### src/rtl/htv_pkg.sv
package htv_pkg;
  // ==========================================================
  // register access encoding (system coprocessor move)
  localparam logic [3:0] HTV_COPROC = 4'hF;
  localparam logic [2:0] HTV_OPC1 = 3'h4;
  localparam logic [3:0] HTV_CRN = 4'h1;
  localparam logic [3:0] HTV_CRM = 4'h1;
  localparam logic [2:0] HTV_OPC2 = 3'h0;
  // ==========================================================
  // field positions in hyp_config
  localparam int HTV_B_ROUTE_ALL = 27;
  localparam int HTV_B_IMPDEF = 20;
  localparam int HTV_B_RSVD19 = 19;
  localparam int HTV_B_ID3 = 18;
  localparam int HTV_B_ID2 = 17;
  localparam int HTV_B_ID1 = 16;
  localparam int HTV_B_ID0 = 15;
  localparam int HTV_B_WAIT_EV = 14;
  localparam int HTV_B_WAIT_IRQ = 13;
  localparam int HTV_B_DEF_CACHE = 12;
  localparam int HTV_B_BAR_UP_HI = 11;
  localparam int HTV_B_BAR_UP_LO = 10;
  localparam int HTV_B_FORCE_BC = 9;
  localparam int HTV_B_SERR_PEND = 8;
  localparam int HTV_B_IRQ_PEND = 7;
  localparam int HTV_B_FIQ_PEND = 6;
  localparam int HTV_B_SERR_OVR = 5;
  localparam int HTV_B_IRQ_OVR = 4;
  localparam int HTV_B_FIQ_OVR = 3;
  localparam int HTV_B_STAGE2 = 0;
  // writable bits: 27, 20, 18..3, 0 (bit 19 reserved)
  localparam logic [31:0] HTV_WMASK = 32'h0817_FFF9;
  localparam logic [31:0] HTV_RESET = 32'h0000_0000;
  // ==========================================================
  // shareability domain codes
  localparam logic [1:0] HTV_SH_NONE = 2'h0;
  localparam logic [1:0] HTV_SH_INNER = 2'h1;
  localparam logic [1:0] HTV_SH_OUTER = 2'h2;
  localparam logic [1:0] HTV_SH_SYS = 2'h3;
  // default-map attribute byte: normal, inner/outer WB RA/WA
  localparam logic [7:0] HTV_DEF_ATTR = 8'hFF;
  // exception level codes
  localparam logic [1:0] HTV_EL0 = 2'h0;
  localparam logic [1:0] HTV_EL1 = 2'h1;
  typedef enum logic [1:0] {
    HTV_EXC_NONE = 2'b00,
    HTV_EXC_HYP = 2'b01,
    HTV_EXC_UNDEF = 2'b10
  } htv_exc_t;
endpackage

### src/rtl/htv_ctrl.sv
`timescale 1ns/1ps
// Function
// RULE_01 - impdef trap routes impdef encodings to hyp
// RULE_02 - group3 trap catches listed feature ID reads
// RULE_03 - optional reserved ID encodings also trapped
// RULE_04 - group2 traps cache ID reads, selector writes
// RULE_05 - group1 traps memory/revision/aux/MPU ID reads
// RULE_06 - group0 traps alt-ISA and FP ID reads
// RULE_07 - FP ID writes ignored; undef beats trap
// RULE_08 - event-wait trap, EL0 undef takes priority
// RULE_09 - irq-wait trap, EL0 undef takes priority
// RULE_10 - failed-condition waits never trap
// RULE_11 - wait trap only when wait would block
// RULE_12 - default cacheable forces stage2 enable on
// RULE_13 - default map gives normal WB executable attrs
// RULE_14 - barrier upgrade field sets minimum domain
// RULE_15 - barrier domain merged as stage combine
// RULE_16 - force broadcast of EL1 invalidate-all ops
// RULE_17 - guest serror pending gated by route/override
// RULE_18 - guest irq pending gated by route/override
// RULE_19 - guest fiq pending gated by route/override
// RULE_20 - serror override forced on under route-all
// RULE_21 - irq override forced on under route-all
// RULE_22 - fiq override enables guest fiq signalling
// RULE_23 - fiq override forced on under route-all
// RULE_24 - register reached by coprocessor move encoding
// RULE_25 - fields reset zero, bit 19 reads zero
// RULE_26 - trapped op suppressed, hyp exception raised
module htv_ctrl (
  // clock and reset
  input wire logic clk,
  input wire logic rst,

  // coprocessor move request
  input wire logic cp_valid,
  input wire logic cp_write,
  input wire logic [1:0] cp_el,
  input wire logic cp_cond_pass,
  input wire logic [3:0] cp_coproc,
  input wire logic [2:0] cp_opc1,
  input wire logic [3:0] cp_crn,
  input wire logic [3:0] cp_crm,
  input wire logic [2:0] cp_opc2,
  input wire logic [31:0] cp_wdata,

  // wait instruction request
  input wire logic wt_valid,
  input wire logic wt_is_irq,
  input wire logic [1:0] wt_el,
  input wire logic wt_cond_pass,
  input wire logic wt_would_block,

  // processor state context
  input wire logic el0_wfe_allow,
  input wire logic el0_wfi_allow,
  input wire logic alt_isa_undef_el0,
  input wire logic state_serror_mask,
  input wire logic state_irq_mask,
  input wire logic state_fiq_mask,
  input wire logic mmu_default_map,

  // barrier and invalidate request
  input wire logic br_valid,
  input wire logic [1:0] br_el,
  input wire logic [1:0] br_domain,
  input wire logic inv_valid,
  input wire logic [1:0] inv_el,

  // coprocessor answer
  output logic cp_done,
  output logic [31:0] cp_rdata,
  output htv_pkg::htv_exc_t cp_exc,

  // wait answer
  output logic wt_done,
  output htv_pkg::htv_exc_t wt_exc,
  output logic wt_sleep,

  // barrier and invalidate answer
  output logic br_done,
  output logic [1:0] br_eff_domain,
  output logic inv_done,
  output logic inv_broadcast,

  // memory regime controls
  output logic stage2_eff,
  output logic [7:0] def_map_attr,
  output logic def_map_shared,
  output logic def_map_exec,

  // guest interrupt lines
  output logic guest_serror,
  output logic guest_irq,
  output logic guest_fiq
);
  import htv_pkg::*;

  // ==========================================================
  // merge of two shareability domains, widest wins
  // order: none, inner, outer, full system
  // same merge as for two translation stages
  // used by the barrier path only
  function automatic logic [1:0] htv_merge(input logic [1:0] a, input logic [1:0] b);
    logic [1:0] r;
    r = HTV_SH_NONE;
    if (a == HTV_SH_SYS || b == HTV_SH_SYS) begin
      r = HTV_SH_SYS;
    end else if (a == HTV_SH_OUTER || b == HTV_SH_OUTER) begin
      r = HTV_SH_OUTER;
    end else if (a == HTV_SH_INNER || b == HTV_SH_INNER) begin
      r = HTV_SH_INNER;
    end
    return r;
  endfunction

  // true for EL0 or EL1 origin
  // hyp level and above never see guest traps
  function automatic logic htv_guest(input logic [1:0] el);
    return (el == HTV_EL0) || (el == HTV_EL1);
  endfunction

  // ==========================================================
  // configuration register
  logic [31:0] hyp_config_reg;
  logic [31:0] hyp_config_next;

  // overrides as the guest logic sees them
  // forcing lives only here: a direct read
  // still returns the stored override bits
  // route-all forces all three overrides on
  wire logic route_all = hyp_config_reg[HTV_B_ROUTE_ALL];
  wire logic serr_ovr_eff = hyp_config_reg[HTV_B_SERR_OVR] | route_all; // [RULE_20]
  wire logic irq_ovr_eff = hyp_config_reg[HTV_B_IRQ_OVR] | route_all; // [RULE_21]
  wire logic fiq_ovr_eff = hyp_config_reg[HTV_B_FIQ_OVR] | route_all; // [RULE_23]

  // ==========================================================
  // coprocessor decode
  // fields are decoded in the request cycle only
  // nothing here looks at the condition input
  wire logic is_p15 = (cp_coproc == HTV_COPROC);
  wire logic hit_cfg = is_p15 && cp_opc1 == HTV_OPC1 && cp_crn == HTV_CRN &&
                       cp_crm == HTV_CRM && cp_opc2 == HTV_OPC2; // [RULE_24]
  wire logic id_space = is_p15 && cp_opc1 == 3'h0 && cp_crn == 4'h0;
  wire logic el1 = (cp_el == HTV_EL1);
  wire logic el0 = (cp_el == HTV_EL0);
  wire logic rd = ~cp_write;

  // impdef encoding space in CRn 9, 10, 11
  // EL0 access here is left to the core's undef path
  wire logic imp9 = cp_crn == 4'h9 && (cp_crm <= 4'h2 || (cp_crm >= 4'h5 && cp_crm <= 4'h8));
  wire logic imp10 = cp_crn == 4'hA && (cp_crm == 4'h0 || cp_crm == 4'h1 || cp_crm == 4'h4 || cp_crm == 4'h8);
  wire logic imp11 = cp_crn == 4'hB && (cp_crm <= 4'h8 || cp_crm == 4'hF);
  wire logic imp_hit = is_p15 && (imp9 || imp10 || imp11);
  wire logic tr_imp = hyp_config_reg[HTV_B_IMPDEF] && el1 && imp_hit; // [RULE_01]

  // group 3 feature ID reads
  // reads only; writes to these encodings pass
  // EL1 origin only
  wire logic g3_req = id_space && ((cp_crm >= 4'h3 && cp_crm <= 4'h7 && cp_opc2 <= 3'h1) ||
                      (cp_crm == 4'h3 && cp_opc2 == 3'h2) ||
                      (cp_crm == 4'h5 && (cp_opc2 == 3'h4 || cp_opc2 == 3'h5))); // [RULE_02]
  // reserved encodings: this build traps them all
  wire logic g3_opt = id_space && ((cp_crm == 4'h2 && cp_opc2 == 3'h7) ||
                      (cp_crm >= 4'h3 && cp_crm <= 4'h7)); // [RULE_03]
  wire logic tr_g3 = hyp_config_reg[HTV_B_ID3] && el1 && rd && (g3_req || g3_opt);

  // group 2: cache type/size/level (opc1 0/1) and size select (opc1 2)
  // besides the impdef trap, the only group that also traps a write; EL0 traps here and in group 0
  // selector write trapped so guest cannot steer it
  wire logic ctype_hit = id_space && cp_crm == 4'h0 && cp_opc2 == 3'h1;
  wire logic ccs_hit = is_p15 && cp_opc1 == 3'h1 && cp_crn == 4'h0 && cp_crm == 4'h0 &&
                       (cp_opc2 == 3'h0 || cp_opc2 == 3'h1);
  wire logic csel_hit = is_p15 && cp_opc1 == 3'h2 && cp_crn == 4'h0 && cp_crm == 4'h0 && cp_opc2 == 3'h0;
  wire logic tr_g2 = hyp_config_reg[HTV_B_ID2] && htv_guest(cp_el) &&
                     ((rd && (ctype_hit || ccs_hit || csel_hit)) || (cp_write && csel_hit)); // [RULE_04]

  // group 1: tcm, tlb, revision, mpu type, aux ID
  // EL1 reads only
  // aux ID sits at opc1 1, the rest at opc1 0
  wire logic g1_hit = (id_space && cp_crm == 4'h0 && (cp_opc2 == 3'h2 || cp_opc2 == 3'h3 ||
                      cp_opc2 == 3'h4 || cp_opc2 == 3'h6)) ||
                      (ccs_hit && cp_opc2 == 3'h7);
  wire logic aidr_hit = is_p15 && cp_opc1 == 3'h1 && cp_crn == 4'h0 && cp_crm == 4'h0 && cp_opc2 == 3'h7;
  wire logic tr_g1 = hyp_config_reg[HTV_B_ID1] && el1 && rd && (g1_hit || aidr_hit); // [RULE_05]

  // group 0: alt-ISA ID (cp14) and FP system ID (cp10)
  // FP ID writes never trap, they are dropped
  // undef at EL0 outranks the hyp trap
  wire logic alt_hit = cp_coproc == 4'hE && cp_opc1 == 3'h7 && cp_crn == 4'h0;
  wire logic fpid_hit = cp_coproc == 4'hA && cp_opc1 == 3'h7 && cp_crn == 4'h0;
  wire logic undef_alt = el0 && alt_hit && alt_isa_undef_el0; // [RULE_07]
  wire logic tr_g0 = hyp_config_reg[HTV_B_ID0] && rd &&
                     ((el1 && (alt_hit || fpid_hit)) || (el0 && alt_hit && !alt_isa_undef_el0)); // [RULE_06]

  // any trap suppresses the move: no write lands
  // config encoding answers only the hyp level
  // guest access to it answers quietly with zero data
  // undef wins over a hyp trap in the answer code
  wire logic cp_trap = tr_imp || tr_g3 || tr_g2 || tr_g1 || tr_g0;
  wire logic cfg_acc = hit_cfg && !htv_guest(cp_el);
  wire logic cfg_wr = cp_valid && cfg_acc && cp_write && !cp_trap; // [RULE_26]
  wire htv_exc_t cp_exc_next = undef_alt ? HTV_EXC_UNDEF : (cp_trap ? HTV_EXC_HYP : HTV_EXC_NONE);
  // direct read returns stored bits only
  // forced overrides never show up here
  wire logic [31:0] cp_rdata_next = (cp_valid && cfg_acc && rd) ? hyp_config_reg : 32'h0000_0000;

  // write path: masked, reserved bits held at zero
  // bit 19 and uncovered bits read as zero
  assign hyp_config_next = cfg_wr ? (cp_wdata & HTV_WMASK) : hyp_config_reg; // [RULE_25]

  // ==========================================================
  // wait instruction decision
  // undef at EL0 outranks the hyp trap
  // failed condition: no trap, no sleep
  // a wait that may wake early is let through
  // sleep only when nothing else claims the wait
  wire logic wt_en = wt_is_irq ? hyp_config_reg[HTV_B_WAIT_IRQ] : hyp_config_reg[HTV_B_WAIT_EV];
  wire logic wt_allow0 = wt_is_irq ? el0_wfi_allow : el0_wfe_allow;
  wire logic wt_und = wt_el == HTV_EL0 && !wt_allow0 && wt_cond_pass; // [RULE_08] [RULE_09]
  wire logic wt_trap = wt_en && htv_guest(wt_el) && wt_cond_pass && wt_would_block && !wt_und; // [RULE_10] [RULE_11]
  wire htv_exc_t wt_exc_next = wt_und ? HTV_EXC_UNDEF : (wt_trap ? HTV_EXC_HYP : HTV_EXC_NONE);
  wire logic wt_sleep_next = wt_valid && wt_cond_pass && wt_would_block && !wt_und && !wt_trap;

  // ==========================================================
  // barrier upgrade and broadcast
  // upgrade only widens, never narrows a barrier
  // hyp-level barriers keep their own domain
  // broadcast applies to EL1 invalidate-all only
  wire logic [1:0] bar_up = hyp_config_reg[HTV_B_BAR_UP_HI:HTV_B_BAR_UP_LO];
  wire logic [1:0] br_dom_next = htv_guest(br_el) ? htv_merge(bar_up, br_domain) : br_domain; // [RULE_14] [RULE_15]
  wire logic inv_bc_next = inv_valid && inv_el == HTV_EL1 && hyp_config_reg[HTV_B_FORCE_BC]; // [RULE_16]

  // ==========================================================
  // regime controls
  // default cacheable forces stage 2 on for the guest
  // the stored stage 2 bit still reads back as written
  // hyp regime untouched: attrs only for the guest map
  wire logic def_cache = hyp_config_reg[HTV_B_DEF_CACHE];
  wire logic stage2_next = hyp_config_reg[HTV_B_STAGE2] | def_cache; // [RULE_12]
  wire logic dm_on = def_cache && mmu_default_map;
  wire logic [7:0] attr_next = dm_on ? HTV_DEF_ATTR : 8'h00; // [RULE_13]

  // ==========================================================
  // guest interrupt gating
  // route-all kills every guest line even though it
  // forces the overrides on: both terms are needed
  // pending bit alone never raises a line
  wire logic vse_next = hyp_config_reg[HTV_B_SERR_PEND] && !route_all && serr_ovr_eff; // [RULE_17] [RULE_20]
  wire logic vir_next = hyp_config_reg[HTV_B_IRQ_PEND] && !route_all && irq_ovr_eff; // [RULE_18] [RULE_21]
  wire logic vfq_next = hyp_config_reg[HTV_B_FIQ_PEND] && !route_all && fiq_ovr_eff; // [RULE_19] [RULE_22]
  // physical masks do not gate the guest lines once overridden
  wire logic unused_masks = state_serror_mask ^ state_irq_mask ^ state_fiq_mask;

  // ==========================================================
  // config register storage
  // changes reach the level outputs one cycle later
  // sync reset clears every covered control bit
  always_ff @(posedge clk) begin
    if (rst) begin
      hyp_config_reg <= HTV_RESET; // [RULE_25]
    end else begin
      hyp_config_reg <= hyp_config_next;
    end
  end

  // ==========================================================
  // answer pipeline: each answer stands one cycle after its request
  // one block per interface, all answers quiet when idle

  // move answer
  always_ff @(posedge clk) begin
    if (rst) begin
      cp_done <= 1'b0;
      cp_rdata <= 32'h0000_0000;
      cp_exc <= HTV_EXC_NONE;
    end else begin
      cp_done <= cp_valid;
      cp_rdata <= cp_rdata_next;
      cp_exc <= cp_valid ? cp_exc_next : HTV_EXC_NONE; // [RULE_26]
    end
  end

  // wait answer
  always_ff @(posedge clk) begin
    if (rst) begin
      wt_done <= 1'b0;
      wt_exc <= HTV_EXC_NONE;
      wt_sleep <= 1'b0;
    end else begin
      wt_done <= wt_valid;
      wt_exc <= wt_valid ? wt_exc_next : HTV_EXC_NONE;
      wt_sleep <= wt_sleep_next;
    end
  end

  // barrier answer
  always_ff @(posedge clk) begin
    if (rst) begin
      br_done <= 1'b0;
      br_eff_domain <= HTV_SH_NONE;
    end else begin
      br_done <= br_valid;
      br_eff_domain <= br_valid ? br_dom_next : HTV_SH_NONE;
    end
  end

  // invalidate answer
  always_ff @(posedge clk) begin
    if (rst) begin
      inv_done <= 1'b0;
      inv_broadcast <= 1'b0;
    end else begin
      inv_done <= inv_valid;
      inv_broadcast <= inv_bc_next;
    end
  end

  // ==========================================================
  // level outputs, one cycle behind the register
  // regime controls
  always_ff @(posedge clk) begin
    if (rst) begin
      stage2_eff <= 1'b0;
      def_map_attr <= 8'h00;
      def_map_shared <= 1'b0;
      def_map_exec <= 1'b0;
    end else begin
      stage2_eff <= stage2_next;
      def_map_attr <= attr_next;
      def_map_shared <= 1'b0; // non-shareable
      def_map_exec <= dm_on;
    end
  end

  // guest interrupt lines
  always_ff @(posedge clk) begin
    if (rst) begin
      guest_serror <= 1'b0;
      guest_irq <= 1'b0;
      guest_fiq <= 1'b0;
    end else begin
      guest_serror <= vse_next;
      guest_irq <= vir_next;
      guest_fiq <= vfq_next;
    end
  end
endmodule

### config.mk
export PLATFORM = sky130hd
export DESIGN_NAME = htv_ctrl
export DESIGN_NICKNAME = d
export VERILOG_FILES = /design/src/rtl/htv_pkg.sv /design/src/rtl/htv_ctrl.sv
export SDC_FILE = /design/constraint.sdc
export NUM_CORES = 1
export LEC_CHECK = 0
export BUFFER_PORTS_ARGS = -buffer_cell sky130_fd_sc_hd__buf_2
export CAP_MARGIN = 30
export CORE_MARGIN = 4
export CORE_UTILIZATION = 25
export CTS_BUF_LIST = sky130_fd_sc_hd__clkbuf_16
export DETAILED_ROUTE_END_ITERATION = 10
export MAX_ROUTING_LAYER = met4
export PLACE_DENSITY_LB_ADDON = 0.05
export SLEW_MARGIN = 10
export SYNTH_ARGS = -nofsm -noshare
export SYNTH_HDL_FRONTEND = slang
export SYNTH_SLANG_ARGS = --single-unit
### constraint.sdc
create_clock -name clk -period 1.5 [get_ports clk]
set_input_delay 0.075 -clock clk [delete_from_list [all_inputs] [get_ports clk]]
set_output_delay 0.075 -clock clk [all_outputs]
set_load 0.01 [all_outputs]
-- Word level (Yosys, flattened, before mapping)
Index checks and enable logic that the tools add are counted.
W data, S select, Z words.
- input port bits: 78
- register bits after elaboration: 63
- output and inout port bits: 58
- reductions and logical operators: 130
- equal/unequal tests: 35
- order comparisons: 6
- bitwise gates (word level): 9
- multiplexer cells: 11
- operators by type and width (operator ; count):
    $logic_and A1 B1 Y1 ; 77
    $logic_or A1 B1 Y1 ; 33
    $eq A4 B4 Y1 const B ; 8
    $eq A3 B3 Y1 const B ; 6
    $eq A2 B1 Y1 const B ; 6
    $mux W2 ; 5
    $eq A3 B2 Y1 const B ; 3
    $eq A2 B2 Y1 const B ; 4
    $eq A4 B1 Y1 const B ; 2
    $eq A4 B2 Y1 const B ; 2
    $eq A4 B3 Y1 const B ; 2
    $logic_not A4 Y1 ; 2
    $mux W8 ; 1
    $reduce_or A2 Y1 ; 4
    $logic_not A1 Y1 ; 7
    $eq A3 B1 Y1 const B ; 2
    $logic_not A2 Y1 ; 3
    $logic_not A3 Y1 ; 2
    $reduce_or A3 Y1 ; 2
    $mux W1 ; 5
    $not A1 Y1 ; 5
    $ge A4 B2 Y1 const B ; 1
    $ge A4 B3 Y1 const B ; 1
    $le A4 B2 Y1 const B ; 1
    4 further kinds ; 7

-- Longest topological paths before layout
- depth after elaboration: 15
- mapped depth: 7

-- Least setup slack after synthesis
No wires, ideal clock.
- path kind: in2reg
- from: input cp_crn[1]
- to: register hyp_config_reg[11]
- stages on the path: 7
- data required time: 1.429 ns
- buffers on the path: 2
- data arrival time: 1.440 ns
- library setup time: 0.071 ns
- setup slack: -0.010 ns
- cells stage by stage: or4_4 -> nor3_4 -> and4_1 -> buf_6 -> buf_12 -> nand2_2 -> a21oi_2
- longest elaborated chain between the ends: 14
- elaborated cells between the ends (all ways): 57
- those cells by class: eq/ne: 4; reduce/logical: 53
- RTL lines (item ; line ; source):
    start, declared ; htv_ctrl.sv:41 ; input wire logic [3:0] cp_crn,
    $logic_not A4 Y1 ; - ;
    $logic_and A1 B1 Y1 (on tied branches) ; htv_ctrl.sv:143, htv_ctrl.sv:171, htv_ctrl.sv:183 ;
    $logic_and A1 B1 Y1 (on tied branches) ; - ;
    $logic_and A1 B1 Y1 (on tied branches) ; htv_ctrl.sv:170, htv_ctrl.sv:171 ;
    $logic_or A1 B1 Y1 (2 in series) ; htv_ctrl.sv:175 ; ((rd && (ctype_hit || ccs_hit || csel_hit)) || (cp_write && csel_hit));
    $logic_and A1 B1 Y1 ; htv_ctrl.sv:175 ;
    $logic_or A1 B1 Y1 ; htv_ctrl.sv:175 ;
    $logic_and A1 B1 Y1 ; htv_ctrl.sv:174 ; wire logic tr_g2 = hyp_config_reg[HTV_B_ID2] && htv_guest(cp_el) &&
    $logic_or A1 B1 Y1 (3 in series) ; htv_ctrl.sv:199 ; wire logic cp_trap = tr_imp || tr_g3 || tr_g2 || tr_g1 || tr_g0;
    $logic_not A1 Y1 ; htv_ctrl.sv:201 ; wire logic cfg_wr = cp_valid && cfg_acc && cp_write && !cp_trap;
    $logic_and A1 B1 Y1 * ; htv_ctrl.sv:201 ;
    end signal, assigned ; htv_ctrl.sv:262 ; hyp_config_reg <= hyp_config_next;
    end, declared ; htv_ctrl.sv:124 ; logic [31:0] hyp_config_reg;
Mark *: on every way between the ends. The rest lies on a longest branch, timed or not.
A chain may end at the register's enable or synchronous reset.

-- Worst setup path in the final report
- from: input cp_crn[1]
- to: register hyp_config_reg[12]
Same word-level chain as after synthesis.

==> metrics.csv <==
metric;value;unit
synthCells;245;
hpwl;4.85;mm
die_area;10700;µm²
r2r_cells;4;
worstHoldStart;cp_wdata[20];
p_switching;0.607;mW
vias;2009;
routed_wl;6.03;mm
timing.final.crit_period;1370;ps
ys_ff_latch;55;
period_share;91.6;%
setup_viol;0;
synth_largest_area_cell;dfxtp_1;
syn_area;2280;µm²
ant_nets;0;
clockPowerShare;45.7;%
wire_per_inst;12.8;µm
cts.sinks;55;
grt_usage;11.5;%
swShare;19.4;%
floorplan.initialDensity;25.9;%
ios;136;
finalWeightedCongestion;0.767;
p_leak;1.46;nW
cpPeakStageDelay;560;ps
rsz0062_at_grt;no;
synth_area_leaders;dfxtp_1, buf_4, nand2_1;
dieHeight;104;µm
endpoint_kind;register;
drive_above_1_share;43.8;%
synth_top_area_share;48.2;%
path_class;in2reg;
setup_tns;0;ps
rows;34;
cts_tree;done;
finClkSkew;5.40;ps
hold_path_depth;3;
critical_path.top_delay_family;simple AND/OR/NAND/NOR gates;
avgSynthCellArea;9.33;µm²
cts_buffer_depth;2;
insertion_delay;280;ps
reg2reg_from;hyp_config_reg[11];
wl_met3;384;µm
ys_async_sr_fraction;0;%
arrival;1590;ps
seqPwrFrac;47.0;%
holdWs;29.6;ps
cap_violations;0;
required;1710;ps
hold_violations;0;
crit_chain;buf_2 > or4_4 > nor3_4 > and4_1 > buf_4 > nand2_2 > a21oi_2;
ys.flop_type;dfxtp_1;
cp_num_buf_inv;2;
slew_viol_final;0;
antenna_found_initial;0;
clock.fmax;0.728;GHz
p_per_area;1000;nW/µm²
synth-seq-area-share;48.2;%
r2r_slack;370;ps
yosysWarnings;0;
drc;0;
crit_slowest_cell;or4_4;
grt_pass1_vias;1996;
dr.pass1.iters;4;
hold_end;hyp_config_reg[20];
comb_power_share;7.3;%
port_buffers;103;
areaGrowthSynthToFinish;36.9;%
vias_per_cell;4.28;
p_int;2.52;mW
core;8810;µm²
n_antenna_cell;0;
status;finished, final reports clean;
start_kind;input port;
drt_iter0_drc;40;
cts_root_buf;clkbuf_16;
grt_max_degree;18;
worstReg2RegEnd;br_eff_domain[0];
peakVddDrop;410;µV
critPathMaxFanout;8;
grt_pass1_wl;9.85;mm
grt_overflow_total;0;
numCtsBuffers;5;
yosysUniqueCellTypes;42;
synth_edf_count;0;
htreeDepth;2;
wl_met2;3.01;mm
wl_met1;2.58;mm
worstHoldPathType;in2reg;
die_w;104;µm
cts_setup_buffers;0;
highest_layer;met4;
nets;438;
post-route-util;35.5;%
path_clk_slew;70;ps
[timing repair]
action | CTS | global route
endpoints found under the setup margin | 0 | 1
resized for setup | 0 | 2
endpoints found under the hold margin | 1 | 0
hold buffers | 1 | 0
[worst max path at each step]
stage                         start                 end  slack, ps  cells past startpoint
after floorplan           cp_crn[1]  hyp_config_reg[11]        -10                      7
after global placement    cp_crn[1]   hyp_config_reg[8]       -150                      7
after detailed placement  cp_crn[1]           cp_exc[0]       -170                      7
after CTS                 cp_crn[1]   hyp_config_reg[0]        120                      7
after global routing      cp_crn[1]  hyp_config_reg[15]         20                      7
final                     cp_crn[1]  hyp_config_reg[12]        130                      7
[synth_stat cells (all sizes together) (2+ instances only)]
| library cell | count |
|---|---|
| dfxtp | 55 |
| nand2 | 42 |
| buf | 27 |
| a21oi | 24 |
| and2 | 18 |
| nor2 | 11 |
| nor3 | 9 |
| and3 | 5 |
| inv | 5 |
| nor2b | 5 |
| nand3 | 4 |
| nor4 | 4 |
| clkbuf | 3 |
| mux2i | 3 |
| nand4b | 3 |
| nor3b | 3 |
| or3 | 3 |
| a31oi | 2 |
| and4 | 2 |
| nand2b | 2 |
| nand4 | 2 |
| o2111ai | 2 |
| o211ai | 2 |
[worst reg2reg max path: cells and delay by family, from the launching register on]
family	cells	cell delay, ps
buffers and inverters	1	90
flip-flops	1	360
AND/OR/NAND/NOR	2	410
AO/OA/AOI/OAI	1	160
[power groups by stage]
stage | sequential [mW] | clock, mW | combinational [mW]
6_report | 1.47 | 1.43 | 0.229
5_1_grt | 1.47 | 1.55 | 0.255
4_1_cts | 1.47 | 1.49 | 0.230
3_5_place_dp | 1.50 | 0 | 0.228
3_3_place_gp | 1.50 | 0 | 0.229
2_1_floorplan | 1.51 | 0 | 0.102
[per-stage QoR]
step                      area (µm²)  std cells  total power, mW  setup WS [ps]
after floorplan                 2330        258             1.61          -10.3
after global placement          2920        460             1.73           -155
after detailed placement        2920        460             1.73           -172
after CTS                       3120        469             3.19            123
after global routing            3130        469             3.28           18.1
final                           3130        469             3.13            126
[cells by family after synthesis]
family          Yosys count  share of synthesized area (%)
other cells               1                          0.164
flops                    55                           48.2
buf+inv                  35                           10.6
mux                       3                           1.31
compound gates           35                           10.6
simple gates            116                           29.1
[layout by cell type, fill, tap and decap left out, drive strengths merged, types with 2 or more instances in the layout]
cell type  synthesis  layout
buf               27     124
dfxtp             55      55
nand2             42      42
a21oi             24      24
and2              18      18
conb               1      14
nor2              11      11
nor3               9       9
inv                5       6
nor2b              5       5
and3               5       5
clkbuf             3       5
nor4               4       4
nand3              4       4
nand4b             3       3
mux2i              3       3
nor3b              3       3
or3                3       3
nand2b             2       2
and4               2       2
o211ai             2       2
o2111ai            2       2
a31oi              2       2
bufinv             0       2
nand4              2       2
[final cells by class]
type | instances | area (µm²)
repair buffers | 125 | 687
clock buffers | 5 | 125
inverters | 5 | 18.8
well taps | 108 | 135
fillers | 936 | 5680
multi-input cells | 168 | 996
flip-flops and latches | 55 | 1100
clock inverters | 3 | 63.8
[metal layers]
layer,GRT usage (%),up-vias
li1,-,1023
met4,3.13,0
met1,13.9,908
met3,2.18,2
met5,-,-
met2,19.5,76
Note: power is estimated with default switching activity, not from simulation.
